$ cat src/thlc_pkg.sv
// Constants and state type for the hardware limit timer control slice
package thlc_pkg;
    // ------------------------------------------------------------
    // Register indices on the plain register port
    // ------------------------------------------------------------
    localparam logic [2:0] ADDR_CONTROL   = 3'h0;
    localparam logic [2:0] ADDR_HW_LIMIT  = 3'h1;
    localparam logic [2:0] ADDR_RST_SEL   = 3'h2;
    localparam logic [2:0] ADDR_PERIOD    = 3'h3;
    localparam logic [2:0] ADDR_COUNT     = 3'h4;

    // ------------------------------------------------------------
    // Field positions and reset values
    // ------------------------------------------------------------
    localparam int         CTRL_ON_BIT    = 7;
    localparam int         HLT_PRESCALER_SYNC_EN_BIT  = 7;
    localparam int         HLT_CLOCK_EDGE_POLARITY_BIT  = 6;
    localparam int         HLT_CLOCK_SYNC_EN_BIT = 5;
    localparam logic [7:0] RESET_BYTE     = 8'h00;
    localparam logic [7:0] RESET_PERIOD   = 8'hFF;
    localparam logic [2:0] RST_SEL_PAD    = 3'h0;
    localparam logic [7:0] COUNT_ZERO     = 8'h00;
    localparam logic [7:0] COUNT_ONE      = 8'h01;

    // ------------------------------------------------------------
    // Mode codes and reset source codes
    // ------------------------------------------------------------
    localparam logic [4:0] MODE_EXT_RESET = 5'h01;
    localparam logic [4:0] MODE_ONE_SHOT  = 5'h08;
    localparam logic [4:0] RSEL_RESV_A    = 5'h1E;
    localparam logic [4:0] RSEL_RESV_B    = 5'h1F;
    localparam int         NUM_SOURCES    = 32;

    // ------------------------------------------------------------
    // Start delay in input-clock periods when sync is enabled
    // ------------------------------------------------------------
    localparam logic [1:0] START_DELAY    = 2'h2;
    localparam logic [1:0] DELAY_NONE     = 2'h0;
    localparam logic [1:0] DELAY_STEP     = 2'h1;

    typedef struct packed {
        logic       on;
        logic [2:0] prescale;
        logic [3:0] postscale;
        logic [7:0] hwLimit;
        logic [4:0] rstSel;
        logic [7:0] period;
        logic [7:0] count;
        logic       clkPrev;
        logic [1:0] startDelay;
        logic       running;
        logic [7:0] rdData;
        logic       match;
    } thlc_state_t;
endpackage

$ cat src/thlc_sync.sv
// Two flip-flop synchroniser for a group of asynchronous levels
`timescale 1ns/10ps
module thlc_sync #(
    parameter int WIDTH = 1
) (
    input  wire logic             clk,      // System clock
    input  wire logic             reset,    // Synchronous reset
    input  wire logic             clkEn,    // Freezes state when low
    input  wire logic [WIDTH-1:0] asyncIn,  // Levels from outside the domain
    output logic      [WIDTH-1:0] syncOut   // Synchronised levels
);
    logic [WIDTH-1:0] stage1;

    // ------------------------------------------------------------
    // One two-stage chain per bit
    // ------------------------------------------------------------
    genvar i;
    generate
        for (i = 0; i < WIDTH; i++) begin : g_bit
            always_ff @(posedge clk) begin
                if (reset) begin
                    stage1[i]  <= 1'b0;
                    syncOut[i] <= 1'b0;
                end else if (clkEn) begin
                    stage1[i]  <= asyncIn[i];
                    syncOut[i] <= stage1[i];
                end
            end
        end
    endgenerate
endmodule

$ cat src/thlc_timer.sv
// Hardware limit timer control slice: registers, start control and count
//
// Notes on behaviour
// - Hardware clears enable in one-shot mode
// - Enable starts counting, disable freezes count
// - Count equal period clears at next tick
// - Five-bit reset source select in bits 4-0
// - Select bits 7-5 read zero, ignore writes
// - Code zero is pin, 11110/11111 reserved
//
// The register addresses and the address-and-strobe port were left to the implementer.
`timescale 1ns/10ps
module thlc_timer
    import thlc_pkg::*;
(
    input  wire logic                   clk,          // System clock, 100 MHz
    input  wire logic                   reset,        // Synchronous reset, active high
    input  wire logic                   clkEn,        // Freezes all state while low
    input  wire logic [2:0]             addr,         // Register index
    input  wire logic [7:0]             wrData,       // Write data
    input  wire logic                   wrEn,         // Write strobe
    input  wire logic                   rdEn,         // Read strobe
    input  wire logic                   timerClkIn,   // Selected timer input clock
    input  wire logic [NUM_SOURCES-1:0] resetSources, // External reset candidates, bit 0 is pin
    output logic      [7:0]             rdData,       // Read data, cycle after strobe
    output logic      [7:0]             timerCount,   // Live count value
    output logic                        timerRunning, // Timer is counting
    output logic                        periodMatch   // Pulse on period rollover
);
    // ------------------------------------------------------------
    // Declarations
    // ------------------------------------------------------------
    thlc_state_t                s;
    thlc_state_t                next_s;
    logic [NUM_SOURCES:0]       syncIn;
    logic [NUM_SOURCES:0]       syncOut;
    logic                       clkSynced;
    logic [NUM_SOURCES-1:0]     srcSynced;
    logic                       tick;
    logic                       extResetActive;
    logic                       polarity;

    // Reserved codes select nothing
    function automatic logic pick_source(input logic [4:0] code,
                                         input logic [NUM_SOURCES-1:0] src);
        logic r;
        r = src[code];
        if (code == RSEL_RESV_A || code == RSEL_RESV_B) begin
            r = 1'b0;
        end
        return r;
    endfunction

    // ------------------------------------------------------------
    // Input synchronisation
    // ------------------------------------------------------------
    assign syncIn = {resetSources, timerClkIn};

    thlc_sync #(
        .WIDTH(NUM_SOURCES + 1)
    ) u_sync (
        .clk     (clk),
        .reset   (reset),
        .clkEn   (clkEn),
        .asyncIn (syncIn),
        .syncOut (syncOut)
    );

    assign clkSynced = syncOut[0];
    assign srcSynced = syncOut[NUM_SOURCES:1];
    assign polarity  = s.hwLimit[HLT_CLOCK_EDGE_POLARITY_BIT];

    // Edge chosen by polarity advances the timer
    assign tick = polarity ? (s.clkPrev & ~clkSynced)
                           : (~s.clkPrev & clkSynced);

    // Selected external reset, only in the reset mode
    assign extResetActive = (s.hwLimit[4:0] == MODE_EXT_RESET) &&
                            pick_source(s.rstSel, srcSynced);

    // ------------------------------------------------------------
    // Next state
    // ------------------------------------------------------------
    always_comb begin
        next_s         = s;
        next_s.clkPrev = clkSynced;
        next_s.match   = 1'b0;
        next_s.rdData  = RESET_BYTE;

        // Start delay counts input-clock ticks
        if (tick && s.startDelay != DELAY_NONE) begin
            next_s.startDelay = s.startDelay - DELAY_STEP;
        end

        // Counting only while running; stopped count is held
        if (s.running && tick) begin
            if (s.count == s.period) begin
                next_s.count = COUNT_ZERO;
                next_s.match = 1'b1;
                if (s.hwLimit[4:0] == MODE_ONE_SHOT) begin
                    next_s.on = 1'b0;
                end
            end else if (extResetActive) begin
                next_s.count = COUNT_ZERO;
            end else begin
                next_s.count = s.count + COUNT_ONE;
            end
        end

        // Register writes; a software write beats a hardware clear
        if (wrEn) begin
            case (addr)
                ADDR_CONTROL: begin
                    next_s.on        = wrData[CTRL_ON_BIT];
                    next_s.prescale  = wrData[6:4];
                    next_s.postscale = wrData[3:0];
                    if (wrData[CTRL_ON_BIT] && !s.on) begin
                        next_s.startDelay = s.hwLimit[HLT_CLOCK_SYNC_EN_BIT] ? START_DELAY : DELAY_NONE;
                    end
                end
                ADDR_HW_LIMIT: begin
                    next_s.hwLimit = wrData;
                end
                ADDR_RST_SEL: begin
                    next_s.rstSel = wrData[4:0];
                end
                ADDR_PERIOD: begin
                    next_s.period = wrData;
                end
                default: begin
                end
            endcase
        end

        // Disable stops at once; enable waits for the delay
        next_s.running = next_s.on && (next_s.startDelay == DELAY_NONE);

        // Register reads
        if (rdEn) begin
            case (addr)
                ADDR_CONTROL:  next_s.rdData = {s.on, s.prescale, s.postscale};
                ADDR_HW_LIMIT: next_s.rdData = s.hwLimit;
                ADDR_RST_SEL:  next_s.rdData = {RST_SEL_PAD, s.rstSel};
                ADDR_PERIOD:   next_s.rdData = s.period;
                ADDR_COUNT:    next_s.rdData = s.count;
                default:       next_s.rdData = RESET_BYTE;
            endcase
        end
    end

    // ------------------------------------------------------------
    // State register
    // ------------------------------------------------------------
    always_ff @(posedge clk) begin
        if (reset) begin
            s.on         <= 1'b0;
            s.prescale   <= 3'h0;
            s.postscale  <= 4'h0;
            s.hwLimit    <= RESET_BYTE;
            s.rstSel     <= 5'h00;
            s.period     <= RESET_PERIOD;
            s.count      <= COUNT_ZERO;
            s.clkPrev    <= 1'b0;
            s.startDelay <= DELAY_NONE;
            s.running    <= 1'b0;
            s.rdData     <= RESET_BYTE;
            s.match      <= 1'b0;
        end else if (clkEn) begin
            s <= next_s;
        end
    end

    // Outputs straight from state flops
    assign rdData       = s.rdData;
    assign timerCount   = s.count;
    assign timerRunning = s.running;
    assign periodMatch  = s.match;
endmodule

$ cat config.mk
export PLATFORM = sky130hd
export DESIGN_NAME = thlc_timer
export DESIGN_NICKNAME = d
export VERILOG_FILES = /design/src/thlc_pkg.sv /design/src/thlc_sync.sv /design/src/thlc_timer.sv
export SDC_FILE = /design/constraint.sdc
export NUM_CORES = 1
export LEC_CHECK = 0
export ABC_CLOCK_PERIOD_IN_PS = 5300
export BUFFER_PORTS_ARGS = -buffer_cell sky130_fd_sc_hd__buf_2
export CORE_MARGIN = 2
export CORE_UTILIZATION = 29
export DETAILED_ROUTE_END_ITERATION = 16
export SLEW_MARGIN = 10
export SYNTH_ARGS = -nofsm -noshare
export SYNTH_HDL_FRONTEND = slang
export SYNTH_SLANG_ARGS = --single-unit
$ cat constraint.sdc
create_clock -name clk -period 5.3 [get_ports clk]
set_clock_uncertainty 0.1 [all_clocks]
set_input_delay 0.265 -clock clk [delete_from_list [all_inputs] [get_ports clk]]
set_output_delay 0.265 -clock clk [all_outputs]
set_load 0.01 [all_outputs]
== Yosys cells after proc, flatten, opt, wreduce, memory -nomap -nowiden ==
Cells that the tools add are included.
Storage, ports and cells
  input port bits: 49
  register bits after elaboration: 116
  output and inout bits: 18
  word-level logic and storage cells: 132
Cells by class
  reduce and logical (&&, ||, !) cells: 15
  order comparisons: 1
  bitwise operators: 4
  equal/unequal tests: 9
  $add $sub $neg: 2
  mux-type cells: 23
Operators with widths (number)
  8-bit 2-to-1 mux: 6
  8-bit one-hot mux with 5 select lines: 1
  29-bit 2-to-1 mux: 1
  3-bit AND reduction: 4
  5-bit equality test, second input constant: 2
  2-bit 2-to-1 mux: 5
  8-bit by 1-bit adder with 8-bit output, second input constant: 1
  8-bit equality test: 1
  1-bit 2-to-1 mux: 8
  3-bit by 2-bit equality test with 1-bit output, second input constant: 2
  5-bit by 6-bit less-than comparator with 1-bit output, second input constant: 1
  1-bit binary-select mux with 5-bit select: 1
  5-bit by 1-bit equality test with 1-bit output, second input constant: 1
  5-bit by 4-bit equality test with 1-bit output, second input constant: 1
  1-bit logical AND: 5
  5-bit 2-to-1 mux: 1
  3-bit by 1-bit equality test with 1-bit output, second input constant: 1
  3-bit equality test, second input constant: 1
  3-bit logical NOT: 1
  1-bit bitwise AND: 2
  2-bit logical NOT: 1
  1-bit inverter: 2
  2-bit AND reduction: 1
  2-bit nonzero test: 1
  3 further kinds: 3

== Longest topological paths before layout ==
Gate-level depths: netlist of run 1.
  depth in word-level cells: 10
  mapped depth: 7
  gate-level depth less buffers: 6

== By module ==
A second synthesis of run 1 with hierarchy kept.
Unflattened totals
  cells, all modules: 519
  area, all modules: 5327.6 um2
Modules (own cells, without submodules)
  thlc_timer: instances 1, area each 2940.3 um2, cells each 306, sequential area each 1001.0 um2
  thlc_sync: instances 1, area each 2387.3 um2, cells each 213, sequential area each 1321.3 um2

== Worst setup path after synthesis of run 1 ==
OpenSTA, ideal clock, no wires.
  path kind: flip-flop to flip-flop
  start point: reg s[31] (netlist bit)
  end point: reg s (netlist bit timerCount[0])
  buffers on the path: 1
  period minus slack after synthesis: 2.010 ns
  arrival: 1.814 ns
  stages on the path, launching flop included: 6
  path slack: 3.290 ns
  path through: dfxtp_1 > clkbuf_1 > mux4_1 > a22oi_1 > a31oi_4 > o41ai_2
Between the ends
  word-level cells in the longest chain between the ends: 6
Ends and longest elaborated chain
  from (decl): RTL line thlc_timer.sv:33  | thlc_state_t s;
  from (signal assigned): RTL line thlc_timer.sv:169  | s <= next_s;
  1-bit binary-select mux with 5-bit select or 5-bit equality test (tied branches): RTL line thlc_timer.sv:47, thlc_timer.sv:48
  1-bit 2-to-1 mux (implied by the code) or 1-bit logical OR (tied branches): RTL line thlc_timer.sv:47, thlc_timer.sv:48
  1-bit 2-to-1 mux *: RTL line thlc_timer.sv:48  | if (code == RSEL_RESV_A || code == RSEL_RESV_B) begin
  1-bit logical AND *: RTL line thlc_timer.sv:78  | assign extResetActive = (s.hwLimit[4:0] == MODE_EXT_RESET) &&
  8-bit 2-to-1 mux *: RTL line thlc_timer.sv:103  | end else if (extResetActive) begin
  8-bit 2-to-1 mux *: RTL line thlc_timer.sv:97  | if (s.count == s.period) begin
Mark *: on every way between the ends. The rest lies on a longest branch, timed or not. The select of a mux whose other input is x is not followed.
A chain may end at the register's enable or synchronous reset.

== Final worst setup path of run 1 ==
  start point: reg s[30] (netlist bit)
  end point: reg s (netlist bit timerCount[0])
Same word-level chain as after synthesis.

==> flow_summary.toml, run 1 <==
[critical_path]
path_buf_inv = 0
worst-endpoint-required_ns = 5.52
worst-path-max-fanout = 11
timing.critical_path.to_type = "register"
critical_path.slowest_cell = "mux4_1"
setup.worst_path.class = "reg -> reg"
crit_path_cell_trace = "mux4_1 > a22o_1 > o311ai_4 > a31oi_4 > o41ai_2"
startpoint_type = "register"
cp.arrival_ns = 2.59
cp_top_delay_family = "compound AO/OA/AOI/OAI gates"
cpPeakStageDelay_ns = 0.62

[timing]
fmax_mhz = 421.6
finalSetupTns_ns = 0
report.final.hold_viol_count = 0
rsz_0062_raised_after_global_routing = "no"
tightestPinTransition_ns = 1.060
min_period_over_period = 0.4475
setup-violations-final = 0
max-slew-margin-rel = 0.2933
fin_crit_ns = 2.372
final_max_slew_viol_count = 0

[pwr]
power.density_mw_per_mm2 = 335.4
p_leak_nw = 2.697
fin_total_pwr_mw = 2.182
max-vdd-ir-drop_mv = 0.2268

[drt]
post_drt_via_cell_ratio = 4.818
vias = 4004
ant_nets = 0
first_pass_iters = 5
wl_per_cell_um = 14.65
first_iter_violations = 243
route.final.wire_length_um = 12170
post-route-drc-count = 0

[cts]
cts_tree = "yes"
clk_root_buffer_cell = "clkbuf_16"
tritoncts.num_buffers = 17
worstSkewPairLatency_ns = 0.42
cts_max_level = 4
numClockSinks = 116
clk_path_buf_depth = 2
cts.repair_timing.setup_buffer_count = 0
worst_setup_hold_path_clk_slew_ns = 0.06

[global_routing]
global_route.overflow_total = 0
grt_start_max_net_pins = 102
global_route_wire_length_before_repair_um = 20170
number_of_antenna_violations_at_the_first_check_in_global_routing = 0
grt_pass1_vias = 3918
grt_util_all_layers = 0.1317

[finish]
post_route_cells_drive_above_1_share = 0.1993
final_core_utilization = 0.3647
fillers = 1776
area_growth_pct = 24.25
final_cells = 831
num_antenna_cells = 0
design.final.nets = 640

[logic_synthesis]
postSynthNetCount = 570
synth_top_area_share = 0.4435
postSynthRegisterBits = 116
synth_ff_type = "dfxtp_1"
syn-cell-area_mm2 = 0.005236
postSynthAreaPerCell_um2 = 10.09
netlist-cell-type-count = 58
yosys.area.top_type = "dfxtp_1"
ys_top_cells_by_count = "116 x dfxtp_1, 104 x mux2i_1, 99 x nor2_1"
synth_area_leaders = "dfxtp_1 44%, mux2i_1 20%, nor2_1 7.1%"
asyncSetResetFlopFracSynth = 0
synthesis.instances = 519
synth.yosys.seq_area_share = 0.4435
synthMostInstantiatedCell = "dfxtp_1"
synth.yosys.warnings = 0
synth-edff-count = 0

[die]
floorplan.die_area_mm2 = 0.01915
die_y_um = 138.4
io_pins = 67
floorplan.initialDensity = 0.2935
core_area_mm2 = 0.01784
row_count = 49
fp.dieW_um = 138.4

[placed_design]
quantity_of_i_o_buffers_inserted_on_ports = 66
globalplace.congestion = 0.8962
dp_hpwl_um = 8537
place.detailed.instances = 766

[min_path]
hp-class = "in -> reg"

[outcome]
outcome = "finished clean"

[flow_run]
max_cap_viol_count = 0
layout make-up:
type	instances	area (um^2)	area share
clock buffer	18	439.2	0.06750
sequential	116	2322	0.3569
multi-input combinational	348	2623	0.4031
tap	229	286.5	0.04404
clock inverter	14	138.9	0.02135
inverter	5	18.77	0.002885
timing repair buffer	101	678.2	0.1042
per-stage QoR:
step | instance area [um^2] | worst slack [ns] | hold slack, ns
after global placement | 5598 | 3.007 | 0.3555
after global routing | 6506 | 2.818 | 0.05706
final | 6506 | 2.928 | 0.04466
after detailed placement | 5598 | 2.917 | 0.3625
after CTS | 6506 | 2.904 | 0.02037
after floorplan | 5236 | 3.290 | 0.2935
what timing repair did:
action	4_1_cts	5_1_grt
hold buffers	33	0
hold endpoints to repair	33	0
setup endpoints to repair	0	0
resized for setup	0	0
metal layers:
| metal | up-vias | track usage | share of wire |
|---|---|---|---|
| met5 | - | 0 | 0 |
| met4 | 0 | 0.05854 | 0.012 |
| met3 | 9 | 0.03810 | 0.043 |
| met2 | 80 | 0.2199 | 0.50 |
| met1 | 1946 | 0.1576 | 0.45 |
| li1 | 1969 | - | - |
layout by cell type, fill, tap and decap left out, drive strengths merged, types with 2 or more instances in the layout:
cell type,synthesis,routed
dfxtp,116,116
clkinv,0,4
xnor2,9,9
buf,29,68
o211ai,2,2
a211oi,7,7
mux2,9,9
ha,2,2
clkbuf,21,18
nand2,19,19
nand4,4,4
nor2b,3,3
nand3b,5,5
and3,6,6
dlygate4sd3,0,33
inv,5,13
nor2,100,100
o41ai,2,2
mux2i,104,104
o2bb2ai,3,3
or2,2,2
o21ai,5,5
a21oi,5,5
a22oi,19,19
a2bb2oi,3,3
and2,2,2
mux4,6,6
nand3,6,6
o22ai,6,6
final timing paths:
check | endpoint | slack, ns | from | cells past startpoint
setup / recovery | timerCount[0] | 2.93 | s[30] | 5
hold / removal | s[26] | 0.04 | wrData[5] | 3
setup reg to reg | timerCount[0] | 2.93 | s[30] | 5
hold reg to reg | s[10] | 0.37 | s[10] | 2
worst register-to-register path: stages, from the launching register on:
cell,delay (ns)
dfxtp_1,0.61
mux4_1,0.63
a22o_1,0.26
o311ai_4,0.25
a31oi_4,0.12
o41ai_2,0.31
power by group:
part	switching (mW)	total [mW]	internal, mW
Sequential	0.0178	0.918	0.900
Combinational	0.0782	0.155	0.0766
Clock	0.440	1.11	0.669
flip-flops by register name, indices dropped and copies added (netlist names):
register        cells
periodMatch         1
polarity            1
rdData              8
s                  31
timerCount          8
timerRunning        1
u_sync.stage1      33
u_sync.syncOut     33
kinds of logic after synthesis:
family	synth area share
simple gates	0.1352
fa+ha+maj	0.004778
flops	0.4435
xor+xnor	0.01673
buf+inv	0.05567
compound gates	0.09726
mux	0.2468
Power figures use the tool's default switching activity.
==> inputs of run 2 (changes only) <==
--- a/config.mk
+++ b/config.mk
@@ -5,7 +5,8 @@
 export SDC_FILE = /design/constraint.sdc
 export NUM_CORES = 1
 export LEC_CHECK = 0
-export ABC_CLOCK_PERIOD_IN_PS = 5300
+export ABC_AREA = 1
+export ABC_CLOCK_PERIOD_IN_PS = 2050
 export BUFFER_PORTS_ARGS = -buffer_cell sky130_fd_sc_hd__buf_2
 export CORE_MARGIN = 2
 export CORE_UTILIZATION = 29
==> constraint.sdc (replaced) <==
create_clock -name clk -period 2.05 [get_ports clk]
set_clock_uncertainty 0.1 [all_clocks]
set_input_delay 0.1025 -clock clk [delete_from_list [all_inputs] [get_ports clk]]
set_output_delay 0.1025 -clock clk [all_outputs]
set_load 0.01 [all_outputs]
==> flow_summary.toml, run 2 <==
[outcome]
outcome = "finished clean"

[logic_synthesis]
synthMostInstantiatedCell = "nor2_1"
synth_area_leaders = "dfxtp_1 45%, nor2_1 11%, nand2_1 9.4%"
ys_top_cells_by_count = "149 x nor2_1, 129 x nand2_1, 116 x dfxtp_1"
syn-cell-area_mm2 = 0.005172
netlist-cell-type-count = 35
synth.yosys.seq_area_share = 0.4490
postSynthAreaPerCell_um2 = 7.105
synth_top_area_share = 0.4490
postSynthNetCount = 779
asyncSetResetFlopFracSynth = 0
synth_ff_type = "dfxtp_1"
synth-edff-count = 0
postSynthRegisterBits = 116
yosys.area.top_type = "dfxtp_1"
synth.yosys.warnings = 0
synthesis.instances = 728

[die]
row_count = 48
floorplan.initialDensity = 0.2980
io_pins = 67
die_y_um = 137.6
core_area_mm2 = 0.01736
fp.dieW_um = 137.6
floorplan.die_area_mm2 = 0.01892

[finish]
leading_cell_type_in_the_layout_fill_and_taps_excluded = "nor2_1"
num_antenna_cells = 0
seq_area_mm2 = 0.002322
area_growth_pct = 28.37
largest_registers = "u_sync.stage1: 33 flops, u_sync.syncOut: 33 flops, s: 31 flops"
fillers = 1805
multiInputGateArea_mm2 = 0.002359
post_route_cells_drive_above_1_share = 0.1580
design.final.nets = 861
final_core_utilization = 0.3826
final_cells = 1048
layout_common_cells = "149 x nor2_1, 129 x nand2_1, 116 x dfxtp_1"

[drt]
vias = 4872
post-route-drc-count = 0
wl_per_cell_um = 12.88
post_drt_via_cell_ratio = 4.649
ant_nets = 0
first_pass_iters = 5
first_iter_violations = 459
route.final.wire_length_um = 13500

[timing]
final_max_slew_viol_count = 0
final.hold.worst_slack_ns = 0.06662
tightestPinTransition_ns = 0.6574
max-slew-margin-rel = 0.5612
report.final.hold_viol_count = 0
rsz_0062_raised_after_global_routing = "no"
fmax_mhz = 533.5
setup-violations-final = 0
finalSetupTns_ns = 0
min_period_over_period = 0.9144
fin_crit_ns = 1.875

[critical_path]
cp.arrival_ns = 2.07
worst-r2r-setup-slack_ns = 0.18
crit_path_cell_trace = "buf_4 > nand2_1 > nand3_1 > nand3_1 > nand2_1 > nand2_1 > nand2_1 > nand3_2 > nand2_1 > a21oi_2"
cp_top_delay_family = "simple AND/OR/NAND/NOR gates"
path_buf_inv = 1
worst-endpoint-required_ns = 2.25
worst-path-max-fanout = 10
path_common_cell = "nand2_1"
timing.critical_path.to_type = "register"
startpoint_type = "register"
cpPeakStageDelay_ns = 0.60
setup.worst_path.class = "reg -> reg"
critical_path.slowest_cell = "dfxtp_1"

[pwr]
max-vdd-ir-drop_mv = 0.7716
p_leak_nw = 2.789
power.density_mw_per_mm2 = 930.8

[cts]
worst_setup_hold_path_clk_slew_ns = 0.05
worstSkewPairLatency_ns = 0.42
numClockSinks = 116
cts_max_level = 4
cts_tree = "yes"
clk_path_buf_depth = 2
tritoncts.num_buffers = 17
clk_root_buffer_cell = "clkbuf_16"

[global_routing]
grt_util_all_layers = 0.1508
grt_pass1_vias = 4539
grt_start_max_net_pins = 94
global_route_wire_length_before_repair_um = 22140
number_of_antenna_violations_at_the_first_check_in_global_routing = 0
global_route.overflow_total = 0

[min_path]
hp-class = "in -> reg"

[flow_run]
max_cap_viol_count = 0

[placed_design]
dp_hpwl_um = 8784
globalplace.congestion = 0.8377
quantity_of_i_o_buffers_inserted_on_ports = 66
place.detailed.instances = 975
run 2: cell types whose count changed after synthesis, moves of 8 or more:
cell,before,now
o21ai_0,1,92
a22oi_1,19,0
nand2_1,19,129
a21oi_1,4,44
nand3_1,6,33
inv_1,4,44
xnor2_1,9,1
mux2i_1,104,0
nor2_1,99,149
o211ai_1,2,13
run 2: logic make-up after synthesis:
logic type	count (synthesis)	synth area share
and+or+nand+nor	335	0.2690
AOI/OAI and AO/OA	169	0.1754
DFF	116	0.4490
buffers and inverters	102	0.09506
xor gates and xnor gates	4	0.006774
adders and majority gates	2	0.004837
run 2: metal layers:
metal / vias up / global-route usage / wire length [um]
li1: 2524 / - / -
met1: 2192 / 0.2041 / 6650
met2: 138 / 0.2302 / 5976
met3: 18 / 0.03495 / 636
met4: 0 / 0.06243 / 236
met5: - / 0 / 0
run 2: final cells by class:
class / count / share of cell area
multi-input cells: 510 / 0.3552
repair buffers: 115 / 0.1244
clock inverters: 11 / 0.02996
well taps: 225 / 0.04240
inverters: 50 / 0.02902
clock buffers: 21 / 0.06934
flip-flops and latches: 116 / 0.3497
run 2: repair_timing:
item / CTS / global route
hold endpoints to repair: 63 / 0
setup buffers: 0 / 0
gates resized for setup: 0 / 0
hold buffers: 41 / 0
run 2: worst paths after layout:
| check | cells past startpoint | from | endpoint |
|---|---|---|---|
| worst max-delay path | 10 | s[29] | timerCount[1] |
| worst min-delay path | 3 | reset | timerCount[1] |
| worst max register to register | 10 | s[29] | timerCount[1] |
| worst min register to register | 2 | s[48] | s[48] |
run 2: report_power, final:
group / total [mW] / internal [mW] / switching (mW)
Combinational: 0.469 / 0.199 / 0.271
Clock: 3.29 / 2.23 / 1.06
Sequential: 2.42 / 2.36 / 0.0563
Total: 6.18 / 4.79 / 1.39
run 2: tightest hold or removal path, stage by stage:
cell,delay [ns]
buf_2,0.09
buf_4,0.28
a21oi_2,0.05
run 2: stage by stage:
stage | cell area [um^2] | worst slack [ns] | power (mW)
after floorplan | 5172 | 0.5783 | 2.727
after global placement | 5570 | 0.2510 | 2.876
after detailed placement | 5570 | 0.2088 | 2.878
after CTS | 6640 | 0.1962 | 6.258
after global routing | 6640 | 0.03661 | 6.432
final | 6640 | 0.1754 | 6.181
==> inputs of run 3 (changes only) <==
--- a/config.mk
+++ b/config.mk
@@ -8,6 +8,7 @@
 export ABC_AREA = 1
 export ABC_CLOCK_PERIOD_IN_PS = 2050
 export BUFFER_PORTS_ARGS = -buffer_cell sky130_fd_sc_hd__buf_2
+export CORE_ASPECT_RATIO = 1.2
 export CORE_MARGIN = 2
 export CORE_UTILIZATION = 29
 export DETAILED_ROUTE_END_ITERATION = 16
==> flow_summary.toml, run 3 (synthesized netlist as in run 2, its figures left out) <==
[outcome]
outcome = "finished clean"

[pwr]
p_leak_nw = 2.779
max-vdd-ir-drop_mv = 0.5722
share_comb_of_total_power = 0.083
clock_power_share = 0.489
pwr-share-seq = 0.427
netSwitchingFraction = 0.2371
power.density_mw_per_mm2 = 862.9
switching_power_mw = 1.342
internal_power_summed_over_all_cells_mw = 4.320

[cts]
numClockSinks = 116
clk_path_buf_depth = 2
cts_max_level = 4
clk_root_buffer_cell = "clkbuf_16"
worst_setup_hold_path_clk_slew_ns = 0.05
tritoncts.num_buffers = 17
cts_tree = "yes"
cts_repair_resize_count = 0
worstSkewPairLatency_ns = 0.42

[timing]
min_period_over_period = 0.8342
rsz_0062_raised_after_global_routing = "no"
finalSetupTns_ns = 0
setup-violations-final = 0
fin_crit_ns = 1.710
fmax_mhz = 584.7
max-slew-margin-rel = 0.5706
final_max_slew_viol_count = 0
final.hold.worst_slack_ns = 0.06949
tightestPinTransition_ns = 0.6435
report.final.hold_viol_count = 0

[finish]
final_cells = 1047
largest_registers = "u_sync.stage1: 33 flops, u_sync.syncOut: 33 flops, s: 31 flops"
design.final.nets = 868
final_area_mm2 = 0.006561
area_growth_pct = 26.85
final_core_utilization = 0.3748
post_route_cells_drive_above_1_share = 0.1620
multiInputGateArea_mm2 = 0.002359
num_antenna_cells = 0
seq_area_mm2 = 0.002322
fillers = 1915
layout_common_cells = "149 x nor2_1, 129 x nand2_1, 116 x dfxtp_1"
leading_cell_type_in_the_layout_fill_and_taps_excluded = "nor2_1"

[critical_path]
timing.critical_path.to_type = "register"
r2r-start = "s[29]"
crit_path_start = "s[29]"
cpPeakStageDelay_ns = 0.31
startpoint_type = "register"
cp.arrival_ns = 1.91
worst-path-max-fanout = 17
path_common_cell = "nand2_1"
worst-endpoint-required_ns = 2.25
worst-r2r-setup-slack_ns = 0.34
setup.worst_path.class = "reg -> reg"
crit_path_cell_trace = "buf_4 > inv_6 > nand2_1 > nand3_1 > nand3_1 > nand2_1 > nand2_1 > nand2_1 > nand3_2 > nand2_2 > a21oi_1"
critical_path.slowest_cell = "dfxtp_1"

[die]
die_y_um = 150.3
fp.dieW_um = 125.9
row_count = 53
floorplan.initialDensity = 0.2955
io_pins = 67
core_area_mm2 = 0.01751
floorplan.die_area_mm2 = 0.01893

[drt]
first_pass_iters = 8
vias = 4887
post_drt_via_cell_ratio = 4.668
wl_per_cell_um = 12.74
route.final.wire_length_um = 13340
post-route-drc-count = 0
ant_nets = 0
first_iter_violations = 377

[placed_design]
place_area_mm2 = 0.005597
place.detailed.instances = 976
dp_hpwl_um = 9038
globalplace.congestion = 0.8909
quantity_of_i_o_buffers_inserted_on_ports = 66

[global_routing]
global_route_wire_length_before_repair_um = 22370
global_route.overflow_total = 0
grt_util_all_layers = 0.1462
grt_start_max_net_pins = 94
number_of_antenna_violations_at_the_first_check_in_global_routing = 0
grt_pass1_vias = 4648

[min_path]
hp-class = "in -> reg"
holdCritStartpoint = "reset"

[flow_run]
max_cap_viol_count = 0
-- run 3: cell count changes in the layout (fill, tap and decap cells not counted), sizes merged, moves of 2 or more --
cell	delta
buf	+6
clkinv	+6
bufinv	-3
clkbuf	-3
clkinvlp	-2
-- run 3: stage by stage --
step                      power [mW]  worst slack [ns]
after floorplan                2.727            0.5783
after global placement         2.876            0.3593
after detailed placement       2.880            0.3535
after CTS                      5.729            0.3324
after global routing           5.900            0.1232
final                          5.662            0.3399
-- run 3: path summary, 6_finish.rpt --
kind | to | cells after the start
worst max-delay path | timerCount[6] | 11
worst min-delay path | timerCount[1] | 3
worst max register to register | timerCount[6] | 11
worst min register to register | s[47] | 2
-- run 3: layout make-up --
cell class | instances | area share
well taps | 220 | 0.04195
flip-flops and latches | 116 | 0.3539
clock buffers | 18 | 0.06541
inverters | 50 | 0.02937
repair buffers | 122 | 0.1323
multi-input cells | 510 | 0.3595
clock inverters | 11 | 0.01754
-- run 3: critical path, delay by kind of cell, from the launching register on --
family / cells / cell delay, ns
AOI/OAI and AO/OA: 1 / 0.07
DFF: 1 / 0.31
and+or+nand+nor: 8 / 0.75
buffers and inverters: 2 / 0.34
-- run 3: layer usage --
| metal | GRT usage | share of wire | up-vias |
|---|---|---|---|
| met5 | 0 | 0 | - |
| met3 | 0.03483 | 0.047 | 23 |
| met4 | 0.06319 | 0.026 | 0 |
| met1 | 0.1790 | 0.45 | 2210 |
| met2 | 0.2457 | 0.48 | 121 |
| li1 | - | - | 2533 |
-- run 3: repair_timing --
action | 4_1_cts | 5_1_grt
hold buffers | 42 | 0
hold endpoints to repair | 63 | 0
setup buffers | 0 | 0
-- run 3: power by group through the flow --
stage	clock network (mW)	registers (mW)	logic (mW)
after global routing	2.93	2.43	0.543
after global placement	0	2.47	0.410
after CTS	2.83	2.42	0.478
after detailed placement	0	2.47	0.414
after floorplan	0	2.45	0.278
final	2.77	2.42	0.473
